--- src/include/sfr_paging_consts.svh ---
`ifndef SFR_PAGING_CONSTS_SVH
`define SFR_PAGING_CONSTS_SVH

// ----------------------------------------------------------------
// register space bounds
// ----------------------------------------------------------------
`define SFR_BASE          8'h80
`define SFR_PAGE_DEFAULT  8'h00
`define SFR_PAGE_ALT      8'h0f

// ----------------------------------------------------------------
// local register offsets and reset values
// ----------------------------------------------------------------
`define SFR_PAGE_SEL_ADDR 8'ha7
`define XRAM_PAGE_ADDR    8'haa
`define SFR_PAGE_SEL_RST  8'h00
`define XRAM_PAGE_RST     4'h0

// ----------------------------------------------------------------
// field layout
// ----------------------------------------------------------------
`define XRAM_FIELD_MSB    3
`define XRAM_HI_ZERO      4'h0
`define BIT_ADDR_NIBBLE   3'h0

// one bit per address 0x80..0xff, set where page 0x0 and 0xf share
`define SHARED_MASK 128'h00c1_00c1_0001_0000_0000_0381_0001_008f

`endif

--- src/include/sfr_paging_pkg.sv ---
package sfr_paging_pkg;

    // access request from the core, one cycle wide
    typedef struct packed {
        logic       valid;    // access this cycle
        logic       write;    // 1 write, 0 read
        logic       direct;   // direct addressing mode
        logic       rmw;      // read-modify-write access
        logic       bitop;    // single-bit access
        logic [2:0] bit_idx;  // bit position
        logic       bit_val;  // bit value for a bit write
        logic [7:0] addr;     // data address
        logic [7:0] wdata;    // byte to write
    } core_req_s;

    // 8-bit pointer external data move
    typedef struct packed {
        logic       valid;    // move issued this cycle
        logic       ptr_sel;  // 0 uses r0, 1 uses r1
        logic [7:0] r0;       // general register r0
        logic [7:0] r1;       // general register r1
    } movx8_s;

    // decode result toward peripherals and ram
    typedef struct packed {
        logic       sfr_sel;     // register space hit
        logic       iram_hi_sel; // upper internal ram hit
        logic       bit_ok;      // bit access legal here
        logic       shared;      // same register on 0x0 and 0xf
        logic       local_hit;   // answered by this block
        logic [7:0] page;        // page seen by peripherals
        logic [7:0] addr;        // address passed on
    } decode_s;

    // whole state of the block
    typedef struct packed {
        logic [7:0]  sfr_page;   // page select register
        logic [3:0]  xram_page;  // xram page field
        logic [7:0]  rdata;      // read data to the core
        logic        rvalid;     // read data valid
        logic [15:0] xram_addr;  // formed external address
        logic        xvalid;     // external address valid
    } state_s;

endpackage

--- src/logic/sfr_paging_and_xram_page.sv ---
`timescale 1ns/1ps
`include "sfr_paging_consts.svh"

// Functional notes
// (RQ1) direct 0x80-0xff goes to register space
// (RQ2) nibble 0x0/0x8 registers also bit access
// (RQ3) software avoids unoccupied register locations
// (RQ4) page register selects among overlapping registers
// (RQ5) default page 0x0 from reset
// (RQ6) shared registers decode alike on 0x0, 0xf
// (RQ7) software guards page 0xf use with interrupts off
// (RQ8) page select: 8-bit rw at 0xa7, reset zero
// (RQ9) page applies to read, write, modify alike
// (RQ10) xram page register at 0xaa page 0
// (RQ11) xram page upper nibble reads zero
// (RQ12) 8-bit move high byte from xram page
// (RQ13) 8-bit move low byte from r0/r1
// (RQ14) indirect above 0x7f reaches upper ram
// (RQ15) page write effective for very next access
module sfr_paging_and_xram_page (
    // clock and reset
    input  wire logic                        mclk,
    input  wire logic                        sys_rst,
    // core access
    input  wire sfr_paging_pkg::core_req_s   req,
    input  wire logic [7:0]                  periph_rdata,
    // 8-bit pointer move
    input  wire sfr_paging_pkg::movx8_s      movx,
    // decode toward peripherals
    output      sfr_paging_pkg::decode_s     dec,
    // answers to the core
    output      logic [7:0]                  rdata,
    output      logic                        rvalid,
    output      logic [15:0]                 xram_addr,
    output      logic                        xram_valid,
    output      logic [7:0]                  sfr_page,
    output      logic [7:0]                  xram_page_sel
);
    import sfr_paging_pkg::*;

    // ------------------------------------------------------------
    // state
    // ------------------------------------------------------------
    state_s      st_r;       // registered state
    state_s      st_nxt;     // next state
    logic [6:0]  sh_idx;     // index into shared mask
    logic        hit_page;   // access hits page select
    logic        hit_xram;   // access hits xram page
    logic [7:0]  cur_byte;   // old value for bit writes
    logic [7:0]  new_byte;   // value after the write
    logic [7:0]  xram_rd;    // xram page as read
    localparam logic [127:0] shared_map = `SHARED_MASK; // a literal cannot be bit-selected

    // ------------------------------------------------------------
    // address decode
    // ------------------------------------------------------------
    // decode is combinational on the registered page, so a page
    // write lands in time for the next access without wait states
    always_comb begin
        sh_idx          = req.addr[6:0];
        dec             = '0;
        dec.addr        = req.addr;
        // direct high half is register space, never ram
        dec.sfr_sel     = req.valid && req.direct && req.addr[7]; // [RQ1]
        // indirect high half is ram, never registers
        dec.iram_hi_sel = req.valid && !req.direct && req.addr[7]; // [RQ14]
        // only nibble 0x0 / 0x8 allow single-bit access
        dec.bit_ok      = dec.sfr_sel && (req.addr[2:0] == `BIT_ADDR_NIBBLE); // [RQ2]
        dec.shared      = req.addr[7] && shared_map[sh_idx];
        // shared registers are folded onto page 0x0 when 0xf is set
        if (dec.shared && st_r.sfr_page == `SFR_PAGE_ALT) begin
            dec.page = `SFR_PAGE_DEFAULT; // [RQ6]
        end else begin
            dec.page = st_r.sfr_page; // [RQ4] [RQ9]
        end
        // page select answers on every page
        hit_page = dec.sfr_sel && req.addr == `SFR_PAGE_SEL_ADDR; // [RQ8]
        // xram page lives on page 0x0 only
        hit_xram = dec.sfr_sel && req.addr == `XRAM_PAGE_ADDR
                   && st_r.sfr_page == `SFR_PAGE_DEFAULT; // [RQ10]
        dec.local_hit = hit_page || hit_xram;
    end

    // ------------------------------------------------------------
    // byte view of the local registers
    // ------------------------------------------------------------
    // unused upper nibble is never stored, so it reads zero
    always_comb begin
        xram_rd  = {`XRAM_HI_ZERO, st_r.xram_page}; // [RQ11]
        cur_byte = hit_page ? st_r.sfr_page : xram_rd;
        new_byte = req.wdata;
        // bit form kept for completeness; neither local register
        // sits on a bit-addressable nibble, so bit writes here drop
        if (req.bitop) begin
            new_byte = cur_byte;
            new_byte[req.bit_idx] = req.bit_val;
        end
    end

    // ------------------------------------------------------------
    // next state
    // ------------------------------------------------------------
    always_comb begin
        st_nxt        = st_r;
        st_nxt.rvalid = 1'b0;
        st_nxt.xvalid = 1'b0;
        // register writes, byte form or legal bit form only
        if (req.valid && req.write && (!req.bitop || dec.bit_ok)) begin
            if (hit_page) begin
                st_nxt.sfr_page = new_byte; // [RQ8] [RQ15]
            end else if (hit_xram) begin
                // upper nibble of the write is dropped
                st_nxt.xram_page = new_byte[`XRAM_FIELD_MSB:0]; // [RQ11]
            end else begin
                st_nxt.sfr_page = st_r.sfr_page; // peripheral write
            end
        end
        // reads, including the read half of read-modify-write
        if (req.valid && (!req.write || req.rmw) && dec.sfr_sel) begin
            st_nxt.rvalid = 1'b1;
            if (hit_page) begin
                st_nxt.rdata = st_r.sfr_page; // [RQ9]
            end else if (hit_xram) begin
                st_nxt.rdata = xram_rd; // [RQ11]
            end else begin
                // unoccupied locations just return what the bus holds
                st_nxt.rdata = periph_rdata;
            end
        end
        // 8-bit pointer move address
        if (movx.valid) begin
            st_nxt.xvalid = 1'b1;
            st_nxt.xram_addr[15:8] = xram_rd; // [RQ12]
            if (movx.ptr_sel) begin
                st_nxt.xram_addr[7:0] = movx.r1; // [RQ13]
            end else begin
                st_nxt.xram_addr[7:0] = movx.r0; // [RQ13]
            end
        end
    end

    // ------------------------------------------------------------
    // state register
    // ------------------------------------------------------------
    always_ff @(posedge mclk) begin
        if (sys_rst) begin
            st_r           <= '0;
            st_r.sfr_page  <= `SFR_PAGE_SEL_RST; // [RQ5]
            st_r.xram_page <= `XRAM_PAGE_RST; // [RQ10]
        end else begin
            st_r <= st_nxt;
        end
    end

    // ------------------------------------------------------------
    // outputs
    // ------------------------------------------------------------
    assign rdata         = st_r.rdata;
    assign rvalid        = st_r.rvalid;
    assign xram_addr     = st_r.xram_addr;
    assign xram_valid    = st_r.xvalid;
    assign sfr_page      = st_r.sfr_page;
    assign xram_page_sel = xram_rd;
endmodule // sfr_paging_and_xram_page

--- config.mk ---
export PLATFORM = sky130hd
export DESIGN_NAME = sfr_paging_and_xram_page
export DESIGN_NICKNAME = d
export VERILOG_FILES = /design/src/include/sfr_paging_pkg.sv /design/src/logic/sfr_paging_and_xram_page.sv
export VERILOG_INCLUDE_DIRS = /design/src /design/src/include
export SDC_FILE = /design/constraint.sdc
export NUM_CORES = 1
export LEC_CHECK = 0
export BUFFER_PORTS_ARGS = -buffer_cell sky130_fd_sc_hd__clkbuf_2
export CORE_ASPECT_RATIO = 1.4
export CORE_MARGIN = 5
export CORE_UTILIZATION = 47
export DETAILED_ROUTE_END_ITERATION = 16
export PLACE_DENSITY = 0.92
export SETUP_SLACK_MARGIN = 0.2
export SLEW_MARGIN = 40
export SYNTH_ARGS = -nofsm -noshare
export SYNTH_HDL_FRONTEND = slang
export SYNTH_SLANG_ARGS = --single-unit
--- constraint.sdc ---
create_clock -name mclk -period 6.1 [get_ports mclk]
set_input_delay 1.22 -clock mclk [delete_from_list [all_inputs] [get_ports mclk]]
set_output_delay 1.22 -clock mclk [all_outputs]
set_load 0.02 [all_outputs]
[Word level (Yosys, flattened, before mapping)]
Memory sizes are Yosys's and may differ from the RTL's.
Index checks and enable logic that the tools add are counted.
Storage, ports and cells
  flip-flop bits (word level): 34
  memories: 1
  input bits: 53
  bits in read-only memories: 128
  output and inout bits: 63
  logic and storage cells: 51
Memory list
  (name not given): words 128, width 1, read ports 1, clocked after Yosys merged registers in 0, wr ports 0, RTL line sfr_paging_and_xram_page.sv:69  | dec.shared = req.addr[7] && shared_map[sh_idx];
Cells by class
  bitwise operators: 1
  order comparisons: 3
  reductions and logical operators: 25
  mux-type cells: 12
  eq/ne operators: 3
Operators with widths (number)
  $mux W8: 6
  $eq A8 B8 Y1 const B: 2
  $logic_and A1 B1 Y1: 15
  $bwmux W8: 1
  $eq A8 B4 Y1 const B: 1
  $logic_not A8 Y1: 1
  $lt A7 B8 Y1 const B: 1
  $lt A3 B4 Y1 const B: 1
  $mux W1: 4
  $demux W1 S3: 1
  $ge A3 B1 Y1 const B: 1
  $logic_not A1 Y1: 3
  $logic_not A3 Y1: 1
  $logic_or A1 B1 Y1: 3
  $reduce_and A3 Y1: 1
  $reduce_and A2 Y1: 1
  $not A1 Y1: 1

[Depth between registers and ports, before layout]
  word-level depth: 6
  mapped depth: 7
  mapped depth without buffers: 6

[Worst setup path after synthesis]
Ideal clock, no wire load.
  path kind: in2out
  from: input port req[12] in the netlist's numbering
  to: output port dec[10] in the netlist's numbering
  buffers on the path: 0
  stages: 5
  data arrival time: 2.746 ns
  data required time: 4.880 ns
  setup slack: 2.134 ns
  cells stage by stage: or3b_4 or3b_4 o32a_1 a211oi_2 nor2b_1
RTL lines
  from (decl): RTL line sfr_paging_and_xram_page.sv:25  | input wire sfr_paging_pkg::core_req_s req,
  to (decl): RTL line sfr_paging_and_xram_page.sv:30  | output sfr_paging_pkg::decode_s dec,

==> impl_metrics.csv <==
group,metric,value,unit
worst_hold_path,min_delay_path_depth,2,
worst_setup_path,critPathMaxFanout,5,
drt,drt_iter0_drc,96,
power,p_leak,1.28,nW
place,dp_cells,355,
global_route,antenna_found_initial,0,
global_route,grt_pass1_wl,8.76,mm
worst_setup_path,r2r_cells,5,
logic_synthesis,syn_area_per_cell,8.44,µm²
worst_setup_path,end_kind,"primary output",
logic_synthesis,synth.largest_area_cell,"dfxtp_1",
place,gp_congestion,0.802,
worst_setup_path,crit_buf_inv,2,
sta,fmax,0.235,GHz
logic_synthesis,synth_area_leaders,"dfxtp_1 (35%), mux2i_1 (9.8%), buf_4 (6.2%)",
clock_tree,clk_pin_slew_worst_paths,0.06,ns
power,p_sw_frac,0.290,
logic_synthesis,synth_seq_cells,34,
worst_setup_path,max_stage_delay,0.43,ns
sta,finalCriticalPeriod,4.26,ns
sta,worst_slew_pin_slew,0.654,ns
finish,fillers,365,
sta,hold_viol,0,
logic_synthesis,synthCells,230,
power,peakVddDrop,199,µV
place,io_buffers,107,
sta,fin_tns_setup,0,ns
status,status,"finished, final reports clean",
clock_tree,postCtsSetupRepairBufs,0,
drt,drt-wirelength-per-cell,15.2,µm
clock_tree,tritoncts,"yes",
power,power_density,194,nW/µm²
sta,rsz0062_at_grt,"false",
global_route,grt_usage,0.196,
clock_tree,postCtsHoldBufs,0,
power,switchingPower,0.138,mW
power,clkPwrFrac,0.327,
drt,wl,5.51,mm
finish,layout.cells.non_filler,362,
die,initial_utilization,0.491,
worst_setup_path,path_class,"input port to primary output",
sta,setup_viol,0,
power,p_comb_frac,0.183,
worst_setup_path,crit_path_top_delay_cell,"or3b_4",
die,die_area,5540,µm²
drt,postRouteAntennaNets,0,
drt,dr.pass1.iters,4,
finish,diodes,0,
sta,fin_crit_sh,0.698,
die,die_w,64.3,µm
logic_synthesis,synth_cell_types,40,
worst_setup_path,path_depth,7,
sta,clock_skew,0.00507,ns
worst_setup_path,worstPathRequired,4.88,ns
job,timing.max_cap.violations,0,
clock_tree,clk_path_buf_depth,2,
logic_synthesis,ys.warnings.count,0,
clock_tree,cts_buffers,5,
worst_setup_path,start_kind,"input port",
power,p_int,0.339,mW
clock_tree,h-tree-depth,2,
global_route,grt_max_degree,27,
power,p_seq_frac,0.490,
worst_setup_path,critPathArrivalTime,3.04,ns
finish,final_common_cell,"clkbuf_2",
drt,route.vias.total,2015,
clock_tree,cts_resized,0,
sta,worst_slew_margin_rel,0.561,
sta,slew_viol_final,0,
global_route,grt_overflow,0,
clock_tree,clock_latency,0.28,ns
worst_setup_path,path_delay_family,"simple AND/OR/NAND/NOR gates",
die,num_rows,27,
logic_synthesis,synth_top_area_share,0.351,
logic_synthesis,syn_area,1940,µm²
drt,route.detailed.drc,0,
die,pin_count,116,
clock_tree,clockRootBuffer,"clkbuf_8",
die,die_y,86.1,µm
worst_hold_path,hp-class,"flip-flop to flip-flop",
finish,syn_to_final_growth,26.5,%
finish,final_cell_mix,"clkbuf_2 (107), dfxtp_1 (34), nor2_1 (31)",
logic_synthesis,yosysSeqAreaShare,0.351,
drt,vias_per_cell,5.57,
clock_tree,cts.sinks,34,
global_route,grt_pass1_vias,1949,
finish,nets,372,
worst_setup_path,cp_cell_sequence,"clkbuf_2 -> or3b_4 -> or3b_4 -> o32a_1 -> a211oi_2 -> nor2b_1 -> clkbuf_2",
place,dpl.hpwl,4.40,mm
die,core,3950,µm²
finish,layout-drive-gt1-share,0.373,
## area by class of cell
class,count,area [µm²],share of cell area
clock buffers,5,68.8,0.0280
clock inverters,2,10.0,0.00408
inverters,6,22.5,0.00917
multi-input cells,165,1080,0.442
flip-flops and latches,34,681,0.277
well taps,43,53.8,0.0219
repair buffers,107,536,0.218
## cell usage after synthesis
cell type	number
conb_1	1
inv_1	6
nand2_1	12
nand4_1	4
and3_1	4
or4_1	2
clkbuf_1	15
nor3_1	2
o311a_1	1
nor2b_1	14
o21ai_0	12
o21ai_1	1
nor4_4	1
dfxtp_1	34
nor2_1	31
nand4_4	1
a2111oi_0	1
a221oi_1	4
and2_1	2
a311o_1	4
and4_1	1
nand2b_1	2
or3b_1	1
buf_4	16
o2111ai_1	8
a31oi_1	4
a22oi_1	1
o31ai_1	1
or4bb_1	1
o32a_1	1
nor4_1	1
buf_1	1
or3_1	1
a211oi_2	1
mux2i_1	19
a41o_1	1
or3b_4	2
nand4b_1	2
a211oi_1	8
nand3_1	6
## layer usage
layer  routed length [µm]  vias to the layer above  share of wire  track usage
li1                     -                      992              -            -
met1                 2010                      902           0.36        0.206
met2                 2780                      115           0.50        0.353
met3                  658                        6           0.12       0.0760
met4                   69                        0          0.013       0.0593
met5                    0                        -              0            0
## worst register-to-register path, delay by kind of cell, from the launching register on
family	cells	cell delay [ns]
compound gates	2	0.69
flops	1	0.35
simple gates	3	1.11
## path summary, 6_finish.rpt
check | start | endpoint | slack (ns)
max | req[12] | dec[10] | 1.84
min | xram_addr[7] | xram_addr[7] | 0.49
max reg2reg | sfr_page[4] | rdata[4] | 3.83
min reg2reg | xram_addr[7] | xram_addr[7] | 0.49
## registers in the layout (all words and copies together) (netlist names)
name           count
sfr_page           8
xram_valid         1
rdata              8
rvalid             1
xram_addr         12
xram_page_sel      4
## power groups by stage
stage	clock network (mW)	registers (mW)	logic (mW)
floorplan	0	0.247	0.0489
global placement	0	0.238	0.0850
detailed placement	0	0.238	0.0872
global route	0.170	0.234	0.0950
CTS	0.161	0.234	0.0874
finish	0.156	0.234	0.0872
## per-stage QoR
stage | instance area [µm²] | hold WS, ns | power (mW) | util | setup WS [ns]
2_1_floorplan | 1970 | 0.556 | 0.296 | - | 2.13
3_3_place_gp | 2380 | 0.474 | 0.323 | 0.601 | 1.91
3_5_place_dp | 2380 | 0.477 | 0.326 | 0.601 | 1.83
4_1_cts | 2460 | 0.493 | 0.482 | 0.621 | 1.83
5_1_grt | 2460 | 0.508 | 0.500 | 0.621 | 1.78
6_report | 2460 | 0.489 | 0.477 | 0.621 | 1.84
## cell families after synthesis
| group | synth area share |
|---|---|
| buffers and inverters | 0.104 |
| other | 0.00193 |
| muxes | 0.0979 |
| DFF | 0.351 |
| AOI/OAI and AO/OA | 0.186 |
| and+or+nand+nor | 0.259 |
Note: power is estimated with default switching activity, not from simulation.
